File: src/hdl/lstbg_pkg.sv
// package: register map, reset values and timing constants for the led safety guard
package lstbg_pkg;

    // ************************************************************
    // register map (word offsets 0 to 5, one per register)
    // ************************************************************
    localparam logic [3:0] ADDR_TIMEOUT   = 4'h0;   // timeout length code
    localparam logic [3:0] ADDR_FLOOR     = 4'h1;   // battery floor code
    localparam logic [3:0] ADDR_ARMING    = 4'h2;   // arming current code
    localparam logic [3:0] ADDR_CONTROL   = 4'h3;   // drive enable and status
    localparam logic [3:0] ADDR_IRQ_STAT  = 4'h4;   // sticky event bits
    localparam logic [3:0] ADDR_IRQ_MASK  = 4'h5;   // event mask

    // ************************************************************
    // field widths and reset values
    // ************************************************************
    localparam int          TIMEOUT_W      = 3;
    localparam int          FLOOR_W        = 4;
    localparam int          ARMING_W       = 3;
    localparam logic [2:0]  TIMEOUT_RST    = 3'h7;  // longest time-out
    localparam logic [3:0]  FLOOR_RST      = 4'h1;  // 3.0 v floor
    localparam logic [2:0]  ARMING_RST     = 3'h4;  // 250 ma arming
    localparam logic [3:0]  FLOOR_OFF      = 4'h0;  // low battery check off
    localparam logic [2:0]  ARMING_OFF     = 3'h0;  // safety timer off

    // control register fields
    localparam int          CTL_FLASH_BIT  = 0;
    localparam int          CTL_TORCH_BIT  = 1;
    localparam int          CTL_ARMED_BIT  = 2;     // read only
    localparam int          CTL_LOWBAT_BIT = 3;     // read only
    localparam int          CTL_TRIP_BIT   = 4;     // read only

    // interrupt bits
    localparam int          IRQ_W          = 2;
    localparam int          IRQ_TIMEOUT    = 0;
    localparam int          IRQ_LOWBAT     = 1;

    // ************************************************************
    // timing: one time-out step, in microseconds, and tick divider
    // ************************************************************
    localparam int          CLK_MHZ        = 200;
    localparam int          STEP_US        = 156250;          // 156.25 ms
    localparam int          TICK_US        = 1;               // divider tick period
    localparam int          TICK_CYCLES    = TICK_US * CLK_MHZ;
    localparam int          STEP_TICKS     = STEP_US / TICK_US;

    // analog scale for sense codes: millivolts and milliamps
    localparam int          FLOOR_BASE_MV  = 2900;            // code 1 gives 3000
    localparam int          FLOOR_STEP_MV  = 100;
    localparam int          ARM_BASE_MA    = 50;              // code 1 gives 100
    localparam int          ARM_STEP_MA    = 50;

endpackage : lstbg_pkg

File: src/hdl/lstbg_tick.sv
// tick divider: one-cycle enable pulse every period cycles
`timescale 1ns/1ps
module lstbg_tick
#(
    parameter int PERIOD = 200
)
(
    input  wire logic clk_i,
    input  wire logic reset_i,
    input  wire logic clear_i,
    output logic      tick_o
);
    logic [15:0] cnt_q;   // cycles since last tick

    // ************************************************************
    // free counter, restarted on clear so a new run starts aligned
    // ************************************************************
    always_ff @(posedge clk_i)
    begin
        if (reset_i || clear_i)
        begin
            cnt_q  <= 16'h0000;
            tick_o <= 1'b0;
        end
        else if (cnt_q == 16'(PERIOD - 1))
        begin
            cnt_q  <= 16'h0000;
            tick_o <= 1'b1;
        end
        else
        begin
            cnt_q  <= cnt_q + 16'h0001;
            tick_o <= 1'b0;
        end
    end
endmodule : lstbg_tick

File: src/hdl/lstbg_top.sv
// top: register bank, safety timer and battery guard for the led driver
// Functional notes
// - timer limits flash/torch when current above threshold
// - time-out is (code+1) times 156.25 ms
// - timeout length code resets to 7
// - low supply sets flag, disables driver
// - floor code 0 off, 1-9 3.0-3.8V
// - battery floor code resets to 1
// - timer starts only above arming current
// - arming code 0 off, 1-5 100-300 mA
// - arming current code resets to 4
//
// Added by the designer: the Avalon-MM register port and the placing of the registers.
`timescale 1ns/1ps
module lstbg_top
#(
    parameter int STEP_TICKS = lstbg_pkg::STEP_TICKS   // 1 us ticks per 156.25 ms step
)
(
    input  wire logic        clk_i,
    input  wire logic        reset_i,
    // avalon-mm slave
    input  wire logic [3:0]  avs_address_i,
    input  wire logic        avs_read_i,
    input  wire logic        avs_write_i,
    input  wire logic [31:0] avs_writedata_i,
    output logic [31:0]      avs_readdata_o,
    output logic             avs_waitrequest_o,
    // analog measurements, synchronous
    input  wire logic [12:0] supply_mv_i,
    input  wire logic [10:0] led_ma_i,
    // drive and flag outputs
    output logic             flash_drive_o,
    output logic             torch_drive_o,
    output logic             low_battery_o,
    output logic             irq_o
);
    // ************************************************************
    // registers
    // ************************************************************
    logic [2:0]  timeout_length_code_q;   // time-out step count minus one
    logic [3:0]  battery_floor_code_q;    // low battery floor select
    logic [2:0]  arming_current_code_q;   // safety timer arming select
    logic        flash_en_q;              // host flash enable
    logic        torch_en_q;              // host torch enable
    logic        tripped_q;               // time-out latched drive off
    logic        low_bat_q;               // internal low battery flag
    logic        armed_q;                 // led current above arming level
    logic [1:0]  irq_stat_q;              // sticky events
    logic [1:0]  irq_mask_q;              // event enables
    logic        ack_q;                   // one-cycle answer slot
    logic [20:0] step_cnt_q;              // ticks within current step
    logic [3:0]  steps_q;                 // whole steps elapsed
    logic        timeout_ev;              // time-out reached this cycle
    logic        lowbat_rise;             // low battery flag rising
    logic        tick;                    // 1 us enable
    logic        wr_ok;                   // write taken this cycle
    logic        rd_load;                 // read data captured this cycle
    logic        req_first;               // request seen, answer not yet given
    logic        low_now;                 // supply below floor
    logic        arm_now;                 // current above arming level

    // ************************************************************
    // code decode helpers
    // ************************************************************
    // floor in millivolts; codes above 9 are undefined by contract
    function automatic logic [12:0] floor_mv(input logic [3:0] code);
        floor_mv = 13'(lstbg_pkg::FLOOR_BASE_MV + lstbg_pkg::FLOOR_STEP_MV * int'(code));
    endfunction : floor_mv

    // arming current in milliamps
    function automatic logic [10:0] arm_ma(input logic [2:0] code);
        arm_ma = 11'(lstbg_pkg::ARM_BASE_MA + lstbg_pkg::ARM_STEP_MA * int'(code));
    endfunction : arm_ma

    // ************************************************************
    // bus handshake: every access waits exactly one cycle
    // ************************************************************
    // the master holds its request until it sees waitrequest low, so
    // the second cycle of a request is the one in which it is taken
    assign req_first = (avs_read_i || avs_write_i) && !ack_q;
    assign wr_ok     = avs_write_i && ack_q;
    assign rd_load   = avs_read_i && !ack_q;   // data ready one cycle ahead

    // answer slot toggles so waitrequest drops on the second cycle
    always_ff @(posedge clk_i)
    begin
        if (reset_i)
            ack_q <= 1'b0;
        else
            ack_q <= req_first;
    end

    // waitrequest high except in the answer cycle; registered
    always_ff @(posedge clk_i)
    begin
        if (reset_i)
            avs_waitrequest_o <= 1'b1;
        else
            avs_waitrequest_o <= !req_first;
    end

    // ************************************************************
    // configuration registers
    // ************************************************************
    // writes land at the edge that samples waitrequest low
    always_ff @(posedge clk_i)
    begin
        if (reset_i)
        begin
            timeout_length_code_q <= lstbg_pkg::TIMEOUT_RST;
            battery_floor_code_q  <= lstbg_pkg::FLOOR_RST;
            arming_current_code_q <= lstbg_pkg::ARMING_RST;
            irq_mask_q            <= 2'h0;
        end
        else if (wr_ok)
        begin
            unique case (avs_address_i)
                lstbg_pkg::ADDR_TIMEOUT:
                    timeout_length_code_q <= avs_writedata_i[2:0];
                lstbg_pkg::ADDR_FLOOR:
                    battery_floor_code_q  <= avs_writedata_i[3:0];
                lstbg_pkg::ADDR_ARMING:
                    arming_current_code_q <= avs_writedata_i[2:0];
                lstbg_pkg::ADDR_IRQ_MASK:
                    irq_mask_q            <= avs_writedata_i[1:0];
                default:
                    ;   // other offsets handled elsewhere or ignored
            endcase
        end
    end

    // ************************************************************
    // host enables; a time-out trip clears them and holds them off
    // ************************************************************
    always_ff @(posedge clk_i)
    begin
        if (reset_i)
        begin
            flash_en_q <= 1'b0;
            torch_en_q <= 1'b0;
            tripped_q  <= 1'b0;
        end
        else if (timeout_ev)
        begin
            // trip wins over a control write in the same cycle; the host
            // must write again once it has seen the trip bit
            flash_en_q <= 1'b0;
            torch_en_q <= 1'b0;
            tripped_q  <= 1'b1;
        end
        else if (wr_ok && avs_address_i == lstbg_pkg::ADDR_CONTROL)
        begin
            // a fresh enable write is the only way out of a trip
            flash_en_q <= avs_writedata_i[lstbg_pkg::CTL_FLASH_BIT];
            torch_en_q <= avs_writedata_i[lstbg_pkg::CTL_TORCH_BIT];
            tripped_q  <= 1'b0;
        end
    end

    // ************************************************************
    // analog comparisons, registered
    // ************************************************************
    // strict compares: at the floor is not low, at the level not armed
    assign low_now = (battery_floor_code_q != lstbg_pkg::FLOOR_OFF) &&
                     (supply_mv_i < floor_mv(battery_floor_code_q));
    assign arm_now = (arming_current_code_q != lstbg_pkg::ARMING_OFF) &&
                     (led_ma_i > arm_ma(arming_current_code_q));

    // flag follows the comparison each cycle; no hysteresis modelled
    always_ff @(posedge clk_i)
    begin
        if (reset_i)
        begin
            low_bat_q <= 1'b0;
            armed_q   <= 1'b0;
        end
        else
        begin
            low_bat_q <= low_now;
            armed_q   <= arm_now && (flash_en_q || torch_en_q);
        end
    end

    // rising edge only, so a supply held low raises a single event
    assign lowbat_rise = low_now && !low_bat_q;

    // ************************************************************
    // safety timer: counts 1 us ticks while armed
    // ************************************************************
    lstbg_tick #(
        .PERIOD (lstbg_pkg::TICK_CYCLES)
    ) u_tick (
        .clk_i   (clk_i),
        .reset_i (reset_i),
        .clear_i (!armed_q),
        .tick_o  (tick)
    );

    // time-out when steps reach code+1
    assign timeout_ev = armed_q && (steps_q == {1'b0, timeout_length_code_q} + 4'h1);

    // dropping below the arming level restarts the timer from zero
    always_ff @(posedge clk_i)
    begin
        if (reset_i || !armed_q || timeout_ev)
        begin
            step_cnt_q <= 21'h000000;
            steps_q    <= 4'h0;
        end
        else if (tick)
        begin
            if (step_cnt_q == 21'(STEP_TICKS - 1))
            begin
                step_cnt_q <= 21'h000000;
                steps_q    <= steps_q + 4'h1;
            end
            else
                step_cnt_q <= step_cnt_q + 21'h000001;
        end
    end

    // ************************************************************
    // interrupts: set wins over write-one-to-clear
    // ************************************************************
    always_ff @(posedge clk_i)
    begin
        if (reset_i)
            irq_stat_q <= 2'h0;
        else
        begin
            // one bit per event; a clear touches only the bits written one
            for (int i = 0; i < lstbg_pkg::IRQ_W; i++)
            begin
                if ((i == lstbg_pkg::IRQ_TIMEOUT && timeout_ev) ||
                    (i == lstbg_pkg::IRQ_LOWBAT && lowbat_rise))
                    irq_stat_q[i] <= 1'b1;
                else if (wr_ok && avs_address_i == lstbg_pkg::ADDR_IRQ_STAT &&
                         avs_writedata_i[i])
                    irq_stat_q[i] <= 1'b0;
            end
        end
    end

    // irq registered from status and mask
    always_ff @(posedge clk_i)
    begin
        if (reset_i)
            irq_o <= 1'b0;
        else
            irq_o <= |(irq_stat_q & irq_mask_q);
    end

    // ************************************************************
    // outputs: driver off under low battery or trip
    // ************************************************************
    always_ff @(posedge clk_i)
    begin
        if (reset_i)
        begin
            flash_drive_o <= 1'b0;
            torch_drive_o <= 1'b0;
            low_battery_o <= 1'b0;
        end
        else
        begin
            // the trip cycle itself already drops the drive
            flash_drive_o <= flash_en_q && !low_now && !timeout_ev;
            torch_drive_o <= torch_en_q && !low_now && !timeout_ev;
            low_battery_o <= low_now;
        end
    end

    // ************************************************************
    // read data, zero for unmapped offsets
    // ************************************************************
    always_ff @(posedge clk_i)
    begin
        if (reset_i)
            avs_readdata_o <= 32'h00000000;
        // captured a cycle early so the word stands at the taking edge
        else if (rd_load)
        begin
            unique case (avs_address_i)
                lstbg_pkg::ADDR_TIMEOUT:  avs_readdata_o <= {29'h0, timeout_length_code_q};
                lstbg_pkg::ADDR_FLOOR:    avs_readdata_o <= {28'h0, battery_floor_code_q};
                lstbg_pkg::ADDR_ARMING:   avs_readdata_o <= {29'h0, arming_current_code_q};
                lstbg_pkg::ADDR_CONTROL:
                begin
                    // status bits placed by the package field positions
                    avs_readdata_o                            <= 32'h00000000;
                    avs_readdata_o[lstbg_pkg::CTL_FLASH_BIT]  <= flash_en_q;
                    avs_readdata_o[lstbg_pkg::CTL_TORCH_BIT]  <= torch_en_q;
                    avs_readdata_o[lstbg_pkg::CTL_ARMED_BIT]  <= armed_q;
                    avs_readdata_o[lstbg_pkg::CTL_LOWBAT_BIT] <= low_bat_q;
                    avs_readdata_o[lstbg_pkg::CTL_TRIP_BIT]   <= tripped_q;
                end
                lstbg_pkg::ADDR_IRQ_STAT: avs_readdata_o <= {30'h0, irq_stat_q};
                lstbg_pkg::ADDR_IRQ_MASK: avs_readdata_o <= {30'h0, irq_mask_q};
                default:                  avs_readdata_o <= 32'h00000000;
            endcase
        end
    end
endmodule : lstbg_top
File: config.mk
export PLATFORM = sky130hd
export DESIGN_NAME = lstbg_top
export DESIGN_NICKNAME = d
export VERILOG_FILES = /design/src/hdl/lstbg_pkg.sv /design/src/hdl/lstbg_tick.sv /design/src/hdl/lstbg_top.sv
export SDC_FILE = /design/constraint.sdc
export NUM_CORES = 1
export LEC_CHECK = 0
export BUFFER_PORTS_ARGS = -buffer_cell sky130_fd_sc_hd__buf_4
export CAP_MARGIN = 20
export CORE_MARGIN = 3
export CORE_UTILIZATION = 55
export CTS_BUF_LIST = sky130_fd_sc_hd__clkbuf_8 sky130_fd_sc_hd__clkbuf_16
export CTS_CLUSTER_DIAMETER = 150
export DETAILED_ROUTE_END_ITERATION = 10
export PLACE_DENSITY = 0.9
export SLEW_MARGIN = 10
export SYNTH_ARGS = -nofsm -noshare
export SYNTH_HDL_FRONTEND = slang
export SYNTH_SLANG_ARGS = --single-unit
File: constraint.sdc
create_clock -name clk_i -period 5.4 [get_ports clk_i]
set_clock_uncertainty 0.15 [all_clocks]
set_input_delay 0.27 -clock clk_i [delete_from_list [all_inputs] [get_ports clk_i]]
set_output_delay 0.27 -clock clk_i [all_outputs]
set_load 0.01 [all_outputs]
# After elaboration in Yosys (flattened, before gate mapping)
# Cells that the tools add are included.
dict set report totals {
  inputBits 64
  elab_cells 89
  regBits 98
  output_inout_bits 37
}
dict set report op_classes {
  n_bitwise 1
  add_sub_neg 6
  n_reduce_logical 40
  n_eq_ne 8
  n_mux 9
  order_cmp 2
  n_mul 2
}
# operator count
set op_table {}
lappend op_table {{one-hot mux 5 bit (6 select lines)} 1}
lappend op_table {{adder 21 x 1 -> 21 bit, second input constant} 1}
lappend op_table {{equality test 21 x 18 -> 1 bit, second input constant} 1}
lappend op_table {{two-way mux 21 bit} 1}
lappend op_table {{adder 16 x 1 -> 16 bit, second input constant} 1}
lappend op_table {{equality test 16 x 8 -> 1 bit, second input constant} 1}
lappend op_table {{logical AND 1 bit} 16}
lappend op_table {{adder 12 x 11 -> 13 bit, first input constant} 1}
lappend op_table {{< comparator 13 bit} 1}
lappend op_table {{greater-than comparator 11 x 10 -> 1 bit} 1}
lappend op_table {{adder 6 x 9 -> 10 bit, first input constant} 1}
lappend op_table {{AND reduction 2 bit} 5}
lappend op_table {{multiplier 5 x 4 -> 9 bit, first input constant} 1}
lappend op_table {{equality test 4 x 2 -> 1 bit, second input constant} 2}
lappend op_table {{equality test 4 x 3 -> 1 bit, second input constant} 2}
lappend op_table {{multiplier 5 x 3 -> 8 bit, first input constant} 1}
lappend op_table {{two-way mux 1 bit} 7}
lappend op_table {{logical NOT 1 bit} 6}
lappend op_table {{nonzero test 2 bit} 3}
lappend op_table {{OR reduction 2 bit} 3}
lappend op_table {{adder 3 x 1 -> 4 bit, second input constant} 1}
lappend op_table {{adder 4 x 1 -> 4 bit, second input constant} 1}
lappend op_table {{equality test 4 x 1 -> 1 bit, second input constant} 1}
lappend op_table {{equality test 4 bit} 1}
lappend op_table {{other kinds (5)} 8}

# Depth between registers and ports, before layout
# Gate-level depths: netlist (run 1).
dict set report depth {
  depth_word 7
  mapped_depth 15
}

# Cells and area by module
# A second synthesis (run 1) with hierarchy kept.
dict set report unflattened {
  hier_cells 512
  area_unflattened_um2 4611.9
}
# mod cells_per_inst instances area_each_um2
set modules_own_cells {}
lappend modules_own_cells {lstbg_top 429 1 3792.4}
lappend modules_own_cells {lstbg_tick 83 1 819.5}

# Worst setup path after synthesis (run 1)
# No wires, ideal clock.
dict set report synth_path {
  path_type {register to register}
  startpoint {register battery_floor_code_q[0]}
  endpoint {register flash_drive_o}
  setup_ns 0.115
  arrival_ns 3.021
  slack_ns 2.114
  stages_incl_launch_ff 14
  path_cell_list {dfxtp_1 -> inv_1 -> ha_1 -> ha_1 -> fa_1 -> xnor2_1 -> nand3_1 -> nand2_1 -> ha_1 -> a221oi_1 -> o221ai_1 -> a211oi_1 -> nor2_1 -> and2_1}
}
dict set report synth_between {
  elab_chain_cells 7
}
# item line
set synth_rtl {}
lappend synth_rtl {{start, declared} lstbg_top.sv:42} ;# logic [3:0] battery_floor_code_q;
lappend synth_rtl {{start signal, assigned} lstbg_top.sv:112} ;# battery_floor_code_q <= lstbg_pkg::FLOOR_RST;
lappend synth_rtl {{start signal, assigned} lstbg_top.sv:122} ;# battery_floor_code_q <= avs_writedata_i[3:0];
lappend synth_rtl {{multiplier 5 x 4 -> 9 bit} lstbg_top.sv:68} ;# floor_mv = 13'(lstbg_pkg::FLOOR_BASE_MV + lstbg_pkg::FLOOR_STEP_MV * int'(code));
lappend synth_rtl {{adder 12 x 11 -> 13 bit} lstbg_top.sv:68}
lappend synth_rtl {{< comparator 13 bit} lstbg_top.sv:166} ;# (supply_mv_i < floor_mv(battery_floor_code_q));
lappend synth_rtl {{logical AND 1 bit *} lstbg_top.sv:165} ;# assign low_now = (battery_floor_code_q != lstbg_pkg::FLOOR_OFF) &&
lappend synth_rtl {{logical NOT 1 bit *} lstbg_top.sv:268} ;# flash_drive_o <= flash_en_q && !low_now && !timeout_ev;
lappend synth_rtl {{logical AND 1 bit * (2 in series)} lstbg_top.sv:268}
lappend synth_rtl {{end signal, assigned} lstbg_top.sv:268}
lappend synth_rtl {{end, declared} lstbg_top.sv:33} ;# output logic flash_drive_o,
# Mark *: on every way between the ends. The rest lies on a longest branch, timed or not.
# A chain may end at the register's enable or synchronous reset.

# Worst setup path after layout (run 1)
dict set report layout_path {
  startpoint {register battery_floor_code_q[2]}
  endpoint {register torch_drive_o}
}
dict set report layout_between {
  elab_chain_cells 7
}
# item line
set layout_rtl {}
lappend layout_rtl {{multiplier 5 x 4 -> 9 bit} lstbg_top.sv:68}
lappend layout_rtl {{adder 12 x 11 -> 13 bit} lstbg_top.sv:68}
lappend layout_rtl {{< comparator 13 bit} lstbg_top.sv:166}
lappend layout_rtl {{logical AND 1 bit *} lstbg_top.sv:165}
lappend layout_rtl {{logical NOT 1 bit *} lstbg_top.sv:269} ;# torch_drive_o <= torch_en_q && !low_now && !timeout_ev;
lappend layout_rtl {{logical AND 1 bit * (2 in series)} lstbg_top.sv:269}
lappend layout_rtl {{end signal, assigned} lstbg_top.sv:269}
lappend layout_rtl {{end, declared} lstbg_top.sv:34} ;# output logic torch_drive_o,
# Marked as above.

==> summary.txt, run 1 <==
Maximum vdd ir drop - 199 uV
Reg clk slew, reported paths - 0.07 ns
Leading area contributor after synthesis - dfxtp_1
DIE HEIGHT - 95.5 microns
First-pass GRT wire length - 14300 microns
Top cell type's share of synthesized area - 32.2%
Io pins - 101
Post-Syn Area - 4410 sq um
Synth top area cells - dfxtp_1 (32%), ha_1 (12%), xor2_1 (5.4%)
Hold crit path type - in -> reg
Cell mode on critical path - ha_1
Cell leakage power - 2.00 nW
Worst slack, placed - 1.59 ns
Power per cell area - 211 nW/um^2
Die area - 9130 sq um
Crit Path Class - reg -> reg
Unrepaired setup endpoints after global routing - no
TritonCTS Buffers - 9
Clk root buf - clkbuf_8
Drt wl/cell - 13.4 microns
Final hold violations - 0
Post-CTS Repair Setup Buffers - 0
ANT nets after route - 0
Initial antenna violation count - 0
Clock period minus final worst setup slack - 3.90 ns
Area after DPL - 4680 sq um
Site row count - 32
Register bit total from synthesis - 71
GR Util All Layers - 19.7%
GRT overflow - 0
Register area share after synthesis - 32.2%
Async set or reset register ratio after synthesis - 0%
Largest net degree at the start of global routing - 22
Vias in the first global route - 3384
Final cycle utilization of the critical path - 72.2%
Post-route worst setup slack - 1.50 ns
Initial Util - 56.8%
Slowest stage delay, CP - 0.53 ns
Clk_lat worst skew - 0.35 ns
EDFF count, synth - 0
Post-Synthesis Cells - 503
Slew @ Worst Pin - 0.571 ns
PortBufs - 43
Slew Limit Fails - 0
Post-route cell area - 4880 sq um
Post-DP HPWL - 6630 microns
DIE WIDTH - 95.5 microns
CTS tree - built
Final core utilization - 62.8%
Final net count - 651
Status - finished clean
DRC Markers - 0
Critical path arrival - 3.99 ns
Max cap viols - 0
RePlAce Congestion - 0.838
Most used DFF post-synth - dfxtp_1
Ant diodes - 0
Cells along the critical path - inv_1 -> ha_1 -> inv_1 -> ha_1 -> a21oi_1 -> nor2b_1 -> xnor2_1 -> nand3_1 -> nand2_1 -> ha_1 -> a221oi_1 -> o221ai_1 -> a211oi_1 -> nor2_1 -> and2_1
Pre-antenna DRT Iters - 4
DRT Wirelength - 8730 microns
Fillers - 652
Worst setup SP type - flop
Worst Path Required - 5.49 ns
# hold bufs at CTS - 0
R2R setup slack - 1.50 ns
CTS resizes - 0
Core Footprint - 7770 sq um
Sum Neg Setup Slack - 0 ns
Drt via density - 5.43
Synth-to-layout area growth - 10.7%
Synth unique cells - 61
Yosys warnings - 0
# clock sinks - 71
CTS Buffer Depth - 2
Avg Cell Area, Syn - 8.77 sq um
Final setup viols - 0
Top-count cell post-synth - dfxtp_1
First-iteration detailed-routing DRC count - 128
Slowest CP cell - dfxtp_1
CP Max Fanout - 8
Crit. End Element - flop
Slew headroom - 61.7%
H-tree levels - 3
DR vias - 3526
Layout cells sized above 1 - 15.4%
Commonest cells post-synth - dfxtp_1 (71), nor2_1 (56), nand2_1 (44), ha_1 (43)
Maximum clock frequency - 256 MHz
[registers in the layout, indices dropped and copies added, names as in the netlist, 2 cells and up]
register and flops:
avs_readdata_o 5, u_tick.cnt_q 16, steps_q 4, battery_floor_code_q 4
irq_mask_q 2, timeout_length_code_q 3, step_cnt_q 21, arming_current_code_q 3
irq_stat_q 2
[cell families (layout without fill, tap and decap cells)]
kind of cell,after synthesis,in the layout,synth area share (%)
flops,71,71,32.2
other cells,1,27,0.0850
buf+inv,61,79,8.00
compound gates,54,54,8.17
fa+ha+maj,44,44,12.7
simple gates,203,203,24.1
xor+xnor,54,54,10.9
mux,15,15,3.80
[cell usage in the layout, fill, tap and decap left out, types with 2 or more instances in the layout]
| master | instances |
|---|---|
| xor2_1 | 27 |
| nand4b_1 | 5 |
| o21ai_0 | 8 |
| ha_1 | 43 |
| a21boi_0 | 2 |
| nor4_1 | 5 |
| nor3_1 | 9 |
| buf_4 | 43 |
| o22ai_1 | 2 |
| and3_1 | 15 |
| dfxtp_1 | 71 |
| nand2b_1 | 2 |
| conb_1 | 27 |
| a31oi_1 | 3 |
| xnor2_1 | 26 |
| nor3_2 | 2 |
| nand3b_1 | 3 |
| and2_1 | 3 |
| nor2_1 | 56 |
| nand2_1 | 44 |
| nor4b_1 | 2 |
| mux2i_1 | 13 |
| nor2_2 | 10 |
| clkinvlp_4 | 2 |
| nor2b_1 | 6 |
| a21oi_1 | 17 |
| a22oi_1 | 3 |
| clkbuf_8 | 10 |
| a221oi_1 | 4 |
| nor4b_2 | 3 |
| nand4_1 | 10 |
| inv_1 | 20 |
| a211oi_1 | 5 |
| nand3_1 | 19 |
[stage by stage]
stage               cells  hold WS (ns)  total power [mW]
finish                649        0.0110              1.03
global route          649        0.0230              1.07
CTS                   649       0.00814              1.04
detailed placement    634         0.299             0.619
global placement      634         0.293             0.616
floorplan             529         0.245             0.601
[worst max-delay path: cells and delay by family (launching register included)]
family / cells / cell delay [ns]
AND/OR/NAND/NOR: 5 / 0.65
adder cells (fa/ha/maj): 3 / 0.84
XOR/XNOR: 1 / 0.27
buffers and inverters: 2 / 0.21
flip-flops: 1 / 0.53
AO/OA/AOI/OAI: 4 / 1.14
[power breakdown]
part | internal [mW] | switching [mW]
sequential | 0.527 | 0.00325
combinational | 0.0348 | 0.0437
clock | 0.223 | 0.200
[layout make-up]
class | instances | area (sq um) | area share, %
Clock inverter | 5 | 58.8 | 1.21
Timing Repair Buffer | 43 | 323 | 6.62
Multi-Input combinational cell | 397 | 2730 | 56.0
Sequential cell | 71 | 1420 | 29.1
Inverter | 21 | 78.8 | 1.62
Tap cell | 102 | 128 | 2.62
Clock buffer | 10 | 138 | 2.82
[path summary, 6_finish.rpt]
path | endpoint | startpoint | cells after the start
worst min-delay path | battery_floor_code_q[3]$_SDFFE_PP0P_ | avs_writedata_i[3] | 3
worst min register to register | avs_readdata_o[0]$_SDFFE_PP0P_ | avs_readdata_o[0]$_SDFFE_PP0P_ | 2
worst max-delay path | torch_drive_o$_SDFF_PP0_ | battery_floor_code_q[2]$_SDFFE_PP0P_ | 15
worst max register to register | torch_drive_o$_SDFF_PP0_ | battery_floor_code_q[2]$_SDFFE_PP0P_ | 15
[routing by layer]
metal	track usage (%)	wire, microns	vias to the layer above
met2	33.1	4300	89
li1	-	-	1761
met1	23.5	3800	1661
met3	6.63	493	15
met4	6.40	131	0
met5	0	0	-
No activity file was read; power rests on OpenSTA's default activity.
==> inputs of run 2 (changes only) <==
--- a/config.mk
+++ b/config.mk
@@ -8,11 +8,11 @@
 export BUFFER_PORTS_ARGS = -buffer_cell sky130_fd_sc_hd__buf_4
 export CAP_MARGIN = 20
 export CORE_MARGIN = 3
-export CORE_UTILIZATION = 55
+export CORE_UTILIZATION = 49
 export CTS_BUF_LIST = sky130_fd_sc_hd__clkbuf_8 sky130_fd_sc_hd__clkbuf_16
 export CTS_CLUSTER_DIAMETER = 150
 export DETAILED_ROUTE_END_ITERATION = 10
-export PLACE_DENSITY = 0.9
+export PLACE_DENSITY = 0.85
 export SLEW_MARGIN = 10
 export SYNTH_ARGS = -nofsm -noshare
 export SYNTH_HDL_FRONTEND = slang
==> constraint.sdc (replaced) <==
create_clock -name clk_i -period 3.3 [get_ports clk_i]
set_clock_uncertainty 0.15 [all_clocks]
set_input_delay 0.165 -clock clk_i [delete_from_list [all_inputs] [get_ports clk_i]]
set_output_delay 0.165 -clock clk_i [all_outputs]
set_load 0.01 [all_outputs]
==> summary.txt, run 2 (synthesis gave the netlist of run 1 again) <==
Final cycle utilization of the critical path - 102%
Unrepaired setup endpoints after global routing - yes
Slew Limit Fails - 0
CP Max Fanout - 4
Reg2reg end - torch_drive_o$_SDFF_PP0_
Vias in the first global route - 3608
Maximum vdd ir drop - 230 uV
Drt via density - 5.59
Cell leakage power - 2.14 nW
Top flop regs - step_cnt_q x21, u_tick.cnt_q x16, avs_readdata_o x5
Hold path cells - 3
First-iteration detailed-routing DRC count - 167
Initial Util - 52.1%
Hold crit path type - in -> reg
H-tree levels - 3
Largest net degree at the start of global routing - 22
Clock period minus final worst setup slack - 3.36 ns
GR Util All Layers - 19.5%
Initial antenna violation count - 0
GRT overflow - 0
Worst r2r src - battery_floor_code_q[1]$_SDFFE_PP0P_
First-pass GRT wire length - 16000 microns
Commonest non-fill, non-tap cell in the layout - dfxtp_1
Most frequent cells in the layout - dfxtp_1 (67), buf_4 (59), nor2_1 (56), nand2_1 (44), ha_1 (34)
DRC Markers - 0
WHS Endpoint - avs_readdata_o[3]$_SDFFE_PP0P_
CTS tree - built
Pwr Total - 1.64 mW
DR vias - 3789
Ant diodes - 0
TritonCTS Buffers - 9
ANT nets after route - 0
Critical path arrival - 3.45 ns
Max reg flops - 21
Post-DP HPWL - 6970 microns
R2R setup slack - -0.06 ns
Clk_lat worst skew - 0.35 ns
Reg clk slew, reported paths - 0.08 ns
Die area - 10200 sq um
PortBufs - 43
Status - finished with violations
Crit Path Class - reg -> reg
Drt wl/cell - 15.5 microns
Final setup viols - 4
Final net count - 676
Worst r2r path cells - 14
Post-route worst setup slack - -0.0564 ns
Crit. End Element - flop
Site row count - 33
CTS Buffer Depth - 2
Worst hold start - avs_address_i[0]
Clk root buf - clkbuf_8
RePlAce Congestion - 0.829
Synth-to-layout area growth - 20.7%
Register bank with the most flops - step_cnt_q
Worst Path Required - 3.39 ns
Maximum clock frequency - 298 MHz
DRT Wirelength - 10500 microns
DIE HEIGHT - 101 microns
Max cap viols - 0
Failing checks - setup timing
Power per cell area - 308 nW/um^2
Worst slack, placed - -0.207 ns
Core Footprint - 8460 sq um
DIE WIDTH - 101 microns
Io pins - 101
Final hold violations - 0
Pre-antenna DRT Iters - 5
Worst setup SP type - flop
Layout cells sized above 1 - 23.2%
# clock sinks - 71
==> run 2: worst max-delay path: stages (launching register included) <==
cell	delay, ns
dfxtp_2	0.33
buf_6	0.13
ha_4	0.29
inv_4	0.05
fa_2	0.47
a31oi_4	0.21
xnor2_2	0.16
buf_4	0.16
xnor2_2	0.11
ha_1	0.27
nand4_1	0.21
o221ai_2	0.12
a211oi_2	0.30
nor2_1	0.10
and2_1	0.17
==> run 2: layout make-up <==
cell class                      count  area [sq um]
Clock inverter                      7          48.8
Tap cell                          105           131
Sequential cell                    71          1430
Inverter                           21          81.3
Clock buffer                        9           124
Timing Repair Buffer               68           534
Multi-Input combinational cell    397          2970
Fill cell                         633          3140
==> run 2: where the power goes <==
part           internal (mW)  switching, mW  total (mW)
registers              0.861        0.00516       0.866
clock network          0.273          0.346       0.619
logic                 0.0708         0.0846       0.155
total                   1.21          0.435        1.64
==> run 2: how the worst max path moves through the flow <==
stage	start	depth (start not counted)	slack, ns	end
5_1_grt	battery_floor_code_q[1]$_SDFFE_PP0P_	14	-0.11	flash_drive_o$_SDFF_PP0_
6_report	battery_floor_code_q[1]$_SDFFE_PP0P_	14	-0.06	torch_drive_o$_SDFF_PP0_
3_3_place_gp	battery_floor_code_q[0]$_SDFFE_PP1P_	14	-0.08	torch_drive_o$_SDFF_PP0_
3_5_place_dp	battery_floor_code_q[0]$_SDFFE_PP1P_	14	-0.21	flash_drive_o$_SDFF_PP0_
2_1_floorplan	battery_floor_code_q[0]$_SDFFE_PP1P_	13	0.01	flash_drive_o$_SDFF_PP0_
4_1_cts	battery_floor_code_q[2]$_SDFFE_PP0P_	14	0.008	flash_drive_o$_SDFF_PP0_
==> run 2: layer usage <==
metal	track usage [%]	routed length (microns)	share of wire, %	vias up
li1	-	-	-	1813
met1	23.7	4370	42	1797
met2	32.5	5070	48	141
met3	4.84	586	5.6	38
met4	8.70	488	4.6	0
met5	0	0	0	-
==> run 2: what timing repair did <==
item	4_1_cts	5_1_grt
gates resized for setup	18	27
hold endpoints to repair	23	0
setup buffers	0	1
endpoints found under the setup margin	4	4
hold buffers	8	0
pin swaps	10	17
gates cloned	0	0
==> run 2: through the flow <==
step	utilization (%)	cell area, sq um	TNS (ns)	hold slack (ns)	cells
2_1_floorplan	-	4510	0	0.140	529
3_3_place_gp	56.8	4810	-0.293	0.247	653
3_5_place_dp	56.8	4810	-0.762	0.272	653
4_1_cts	61.0	5160	0	0.00584	677
5_1_grt	62.9	5320	-0.393	0.0489	678
6_report	62.9	5320	-0.164	0.0292	678
==> inputs of run 3 (changes only) <==
--- a/config.mk
+++ b/config.mk
@@ -5,14 +5,15 @@
 export SDC_FILE = /design/constraint.sdc
 export NUM_CORES = 1
 export LEC_CHECK = 0
+export ABC_AREA = 1
 export BUFFER_PORTS_ARGS = -buffer_cell sky130_fd_sc_hd__buf_4
 export CAP_MARGIN = 20
 export CORE_MARGIN = 3
-export CORE_UTILIZATION = 49
+export CORE_UTILIZATION = 50
 export CTS_BUF_LIST = sky130_fd_sc_hd__clkbuf_8 sky130_fd_sc_hd__clkbuf_16
 export CTS_CLUSTER_DIAMETER = 150
 export DETAILED_ROUTE_END_ITERATION = 10
-export PLACE_DENSITY = 0.85
+export PLACE_DENSITY = 0.86
 export SLEW_MARGIN = 10
 export SYNTH_ARGS = -nofsm -noshare
 export SYNTH_HDL_FRONTEND = slang
==> summary.txt, run 3 <==
Status - finished clean
Crit. End Element - flop
CTS Buffer Depth - 2
Register bank with the most flops - step_cnt_q
Top-count cell post-synth - nand2_1
Register bit total from synthesis - 71
Worst slack, placed - 0.0321 ns
DRC Markers - 0
Placed insts - 838
Layout cells sized above 1 - 17.0%
RePlAce Congestion - 0.858
PortBufs - 43
Post-DP HPWL - 7210 microns
Maximum vdd ir drop - 157 uV
Initial Util - 51.6%
EDFF count, synth - 0
First-iteration detailed-routing DRC count - 226
Final Non-Filler Cells - 864
Yosys warnings - 0
Hold path cells - 4
# clock sinks - 71
Clk_lat worst skew - 0.35 ns
Pre-antenna DRT Iters - 5
TritonCTS Buffers - 9
GRT busiest layer - met2
Slew Limit Fails - 0
Leading area contributor after synthesis - dfxtp_1
Synth unique cells - 40
Post-CTS Repair Setup Buffers - 0
Post-Synthesis Cells - 669
CP Max Fanout - 4
Slowest CP cell - dfxtp_2
Top cell type's share of synthesized area - 29.7%
Hold_ws - 0.0222 ns
First-pass GRT wire length - 16900 microns
Worst setup SP type - flop
Most used DFF post-synth - dfxtp_1
Max cap viols - 0
Hold crit path type - in -> reg
Commonest cells post-synth - nand2_1 (141), dfxtp_1 (71), nor2_1 (70), inv_1 (69), nand3_1 (60)
Initial antenna violation count - 0
Vias in the first global route - 3970
Async set or reset register ratio after synthesis - 0%
Reg clk slew, reported paths - 0.07 ns
Area after DPL - 5160 sq um
DRT Wirelength - 9900 microns
Clk root buf - clkbuf_8
Commonest non-fill, non-tap cell in the layout - nand2_1
ANT nets after route - 0
Io pins - 101
Register area share after synthesis - 29.7%
Maximum clock frequency - 318 MHz
DR vias - 4316
Power per cell area - 299 nW/um^2
Cell mode on critical path - nand2_1
Post-route cell area - 5520 sq um
Final setup viols - 0
Largest net degree at the start of global routing - 17
Clock period minus final worst setup slack - 3.14 ns
Pwr Total - 1.65 mW
Max reg flops - 21
Grt met1 use - 23.9%
Avg Cell Area, Syn - 7.16 sq um
Synth top area cells - dfxtp_1 (30%), ha_1 (11%), nand2_1 (11%)
Cells along the critical path - buf_4 -> ha_1 -> inv_1 -> ha_1 -> nand3_1 -> nand2_1 -> xnor2_2 -> inv_1 -> o21bai_1 -> nand2_1 -> ha_4 -> nand2_1 -> nor2_1 -> nand3_1 -> nor2_1 -> nand2_1 -> nand2_2 -> nand2_1 -> nor2_2
Post-route worst setup slack - 0.157 ns
Final hold violations - 0
Most frequent cells in the layout - nand2_1 (139), nor2_1 (68), dfxtp_1 (68), inv_1 (67), nand3_1 (59)
Cell leakage power - 2.30 nW
Critical path arrival - 3.28 ns
M3 GR Usage - 3.23%
GRT met2 Usage - 30.4%
Drt wl/cell - 11.5 microns
Ant diodes - 0
Synth-to-layout area growth - 15.2%
CTS tree - built
H-tree levels - 3
Crit Path Class - reg -> reg
Core Footprint - 9280 sq um
Final net count - 838
Site row count - 35
Post-Syn Area - 4790 sq um
Die area - 10800 sq um
DIE HEIGHT - 104 microns
Final cycle utilization of the critical path - 95.3%
Worst Path Required - 3.43 ns
GRT overflow - 0
Slowest stage delay, CP - 0.32 ns
Top flop regs - step_cnt_q x21, u_tick.cnt_q x16, avs_readdata_o x5
GR Util All Layers - 18.4%
Drt via density - 5.00
DIE WIDTH - 104 microns
Worst r2r path cells - 19
-- run 3: what timing repair did --
item / in CTS / in global routing
gates resized for setup: 0 / 19
endpoints found under the hold margin: 19 / 0
hold buffers: 10 / 0
endpoints found under the setup margin: 0 / 4
-- run 3: worst max-delay path: cells and delay by family, from the launching register on --
kind,cells,cell delay (ns)
simple gates,11,1.08
fa+ha+maj,3,0.87
flops,1,0.32
buf+inv,3,0.30
xor+xnor,1,0.19
compound gates,1,0.17
-- run 3: power breakdown --
group	total [mW]	leakage (nW)	internal [mW]	switching, mW
registers	0.869	0.574	0.864	0.00497
logic	0.159	1.64	0.0696	0.0898
clock network	0.620	0.0918	0.289	0.331
-- run 3: per-layer routing --
metal	wire length (microns)	vias up
met5	0	-
met4	201	0
met3	456	21
met2	4630	118
met1	4610	1921
li1	-	2256
-- run 3: kinds of logic (layout without fill, tap and decap cells) --
family          Yosys count  in the layout  share of synthesized area [%]
fa+ha+maj                44             44                           11.7
other cells               1             27                         0.0783
flops                    71             71                           29.7
buf+inv                 108            148                           11.1
simple gates            343            343                           33.9
compound gates           68             68                           7.45
xor+xnor                 34             34                           6.22
-- run 3: through the flow --
step                      util [%]  TNS [ns]
after floorplan                  -         0
after global placement        55.5         0
after detailed placement      55.5         0
after CTS                     58.5         0
after global routing          59.4   -0.0294
final                         59.4         0
-- run 3: final cells by class --
| class | instances | area (sq um) |
|---|---|---|
| flip-flops and latches | 71 | 1430 |
| repair buffers | 58 | 460 |
| fillers | 850 | 3770 |
| inverters | 74 | 278 |
| clock buffers | 10 | 138 |
| well taps | 129 | 161 |
| multi-input cells | 516 | 3020 |
| clock inverters | 6 | 36.3 |
-- run 3: path summary, 6_finish.rpt --
check | endpoint | from | slack [ns]
worst max register to register | flash_drive_o$_SDFF_PP0_ | battery_floor_code_q[1]$_SDFFE_PP0P_ | 0.16
worst min register to register | irq_mask_q[0]$_SDFFE_PP0P_ | irq_mask_q[0]$_SDFFE_PP0P_ | 0.32
worst max-delay path | flash_drive_o$_SDFF_PP0_ | battery_floor_code_q[1]$_SDFFE_PP0P_ | 0.16
worst min-delay path | torch_en_q$_SDFFE_PP0P_ | avs_address_i[2] | 0.02
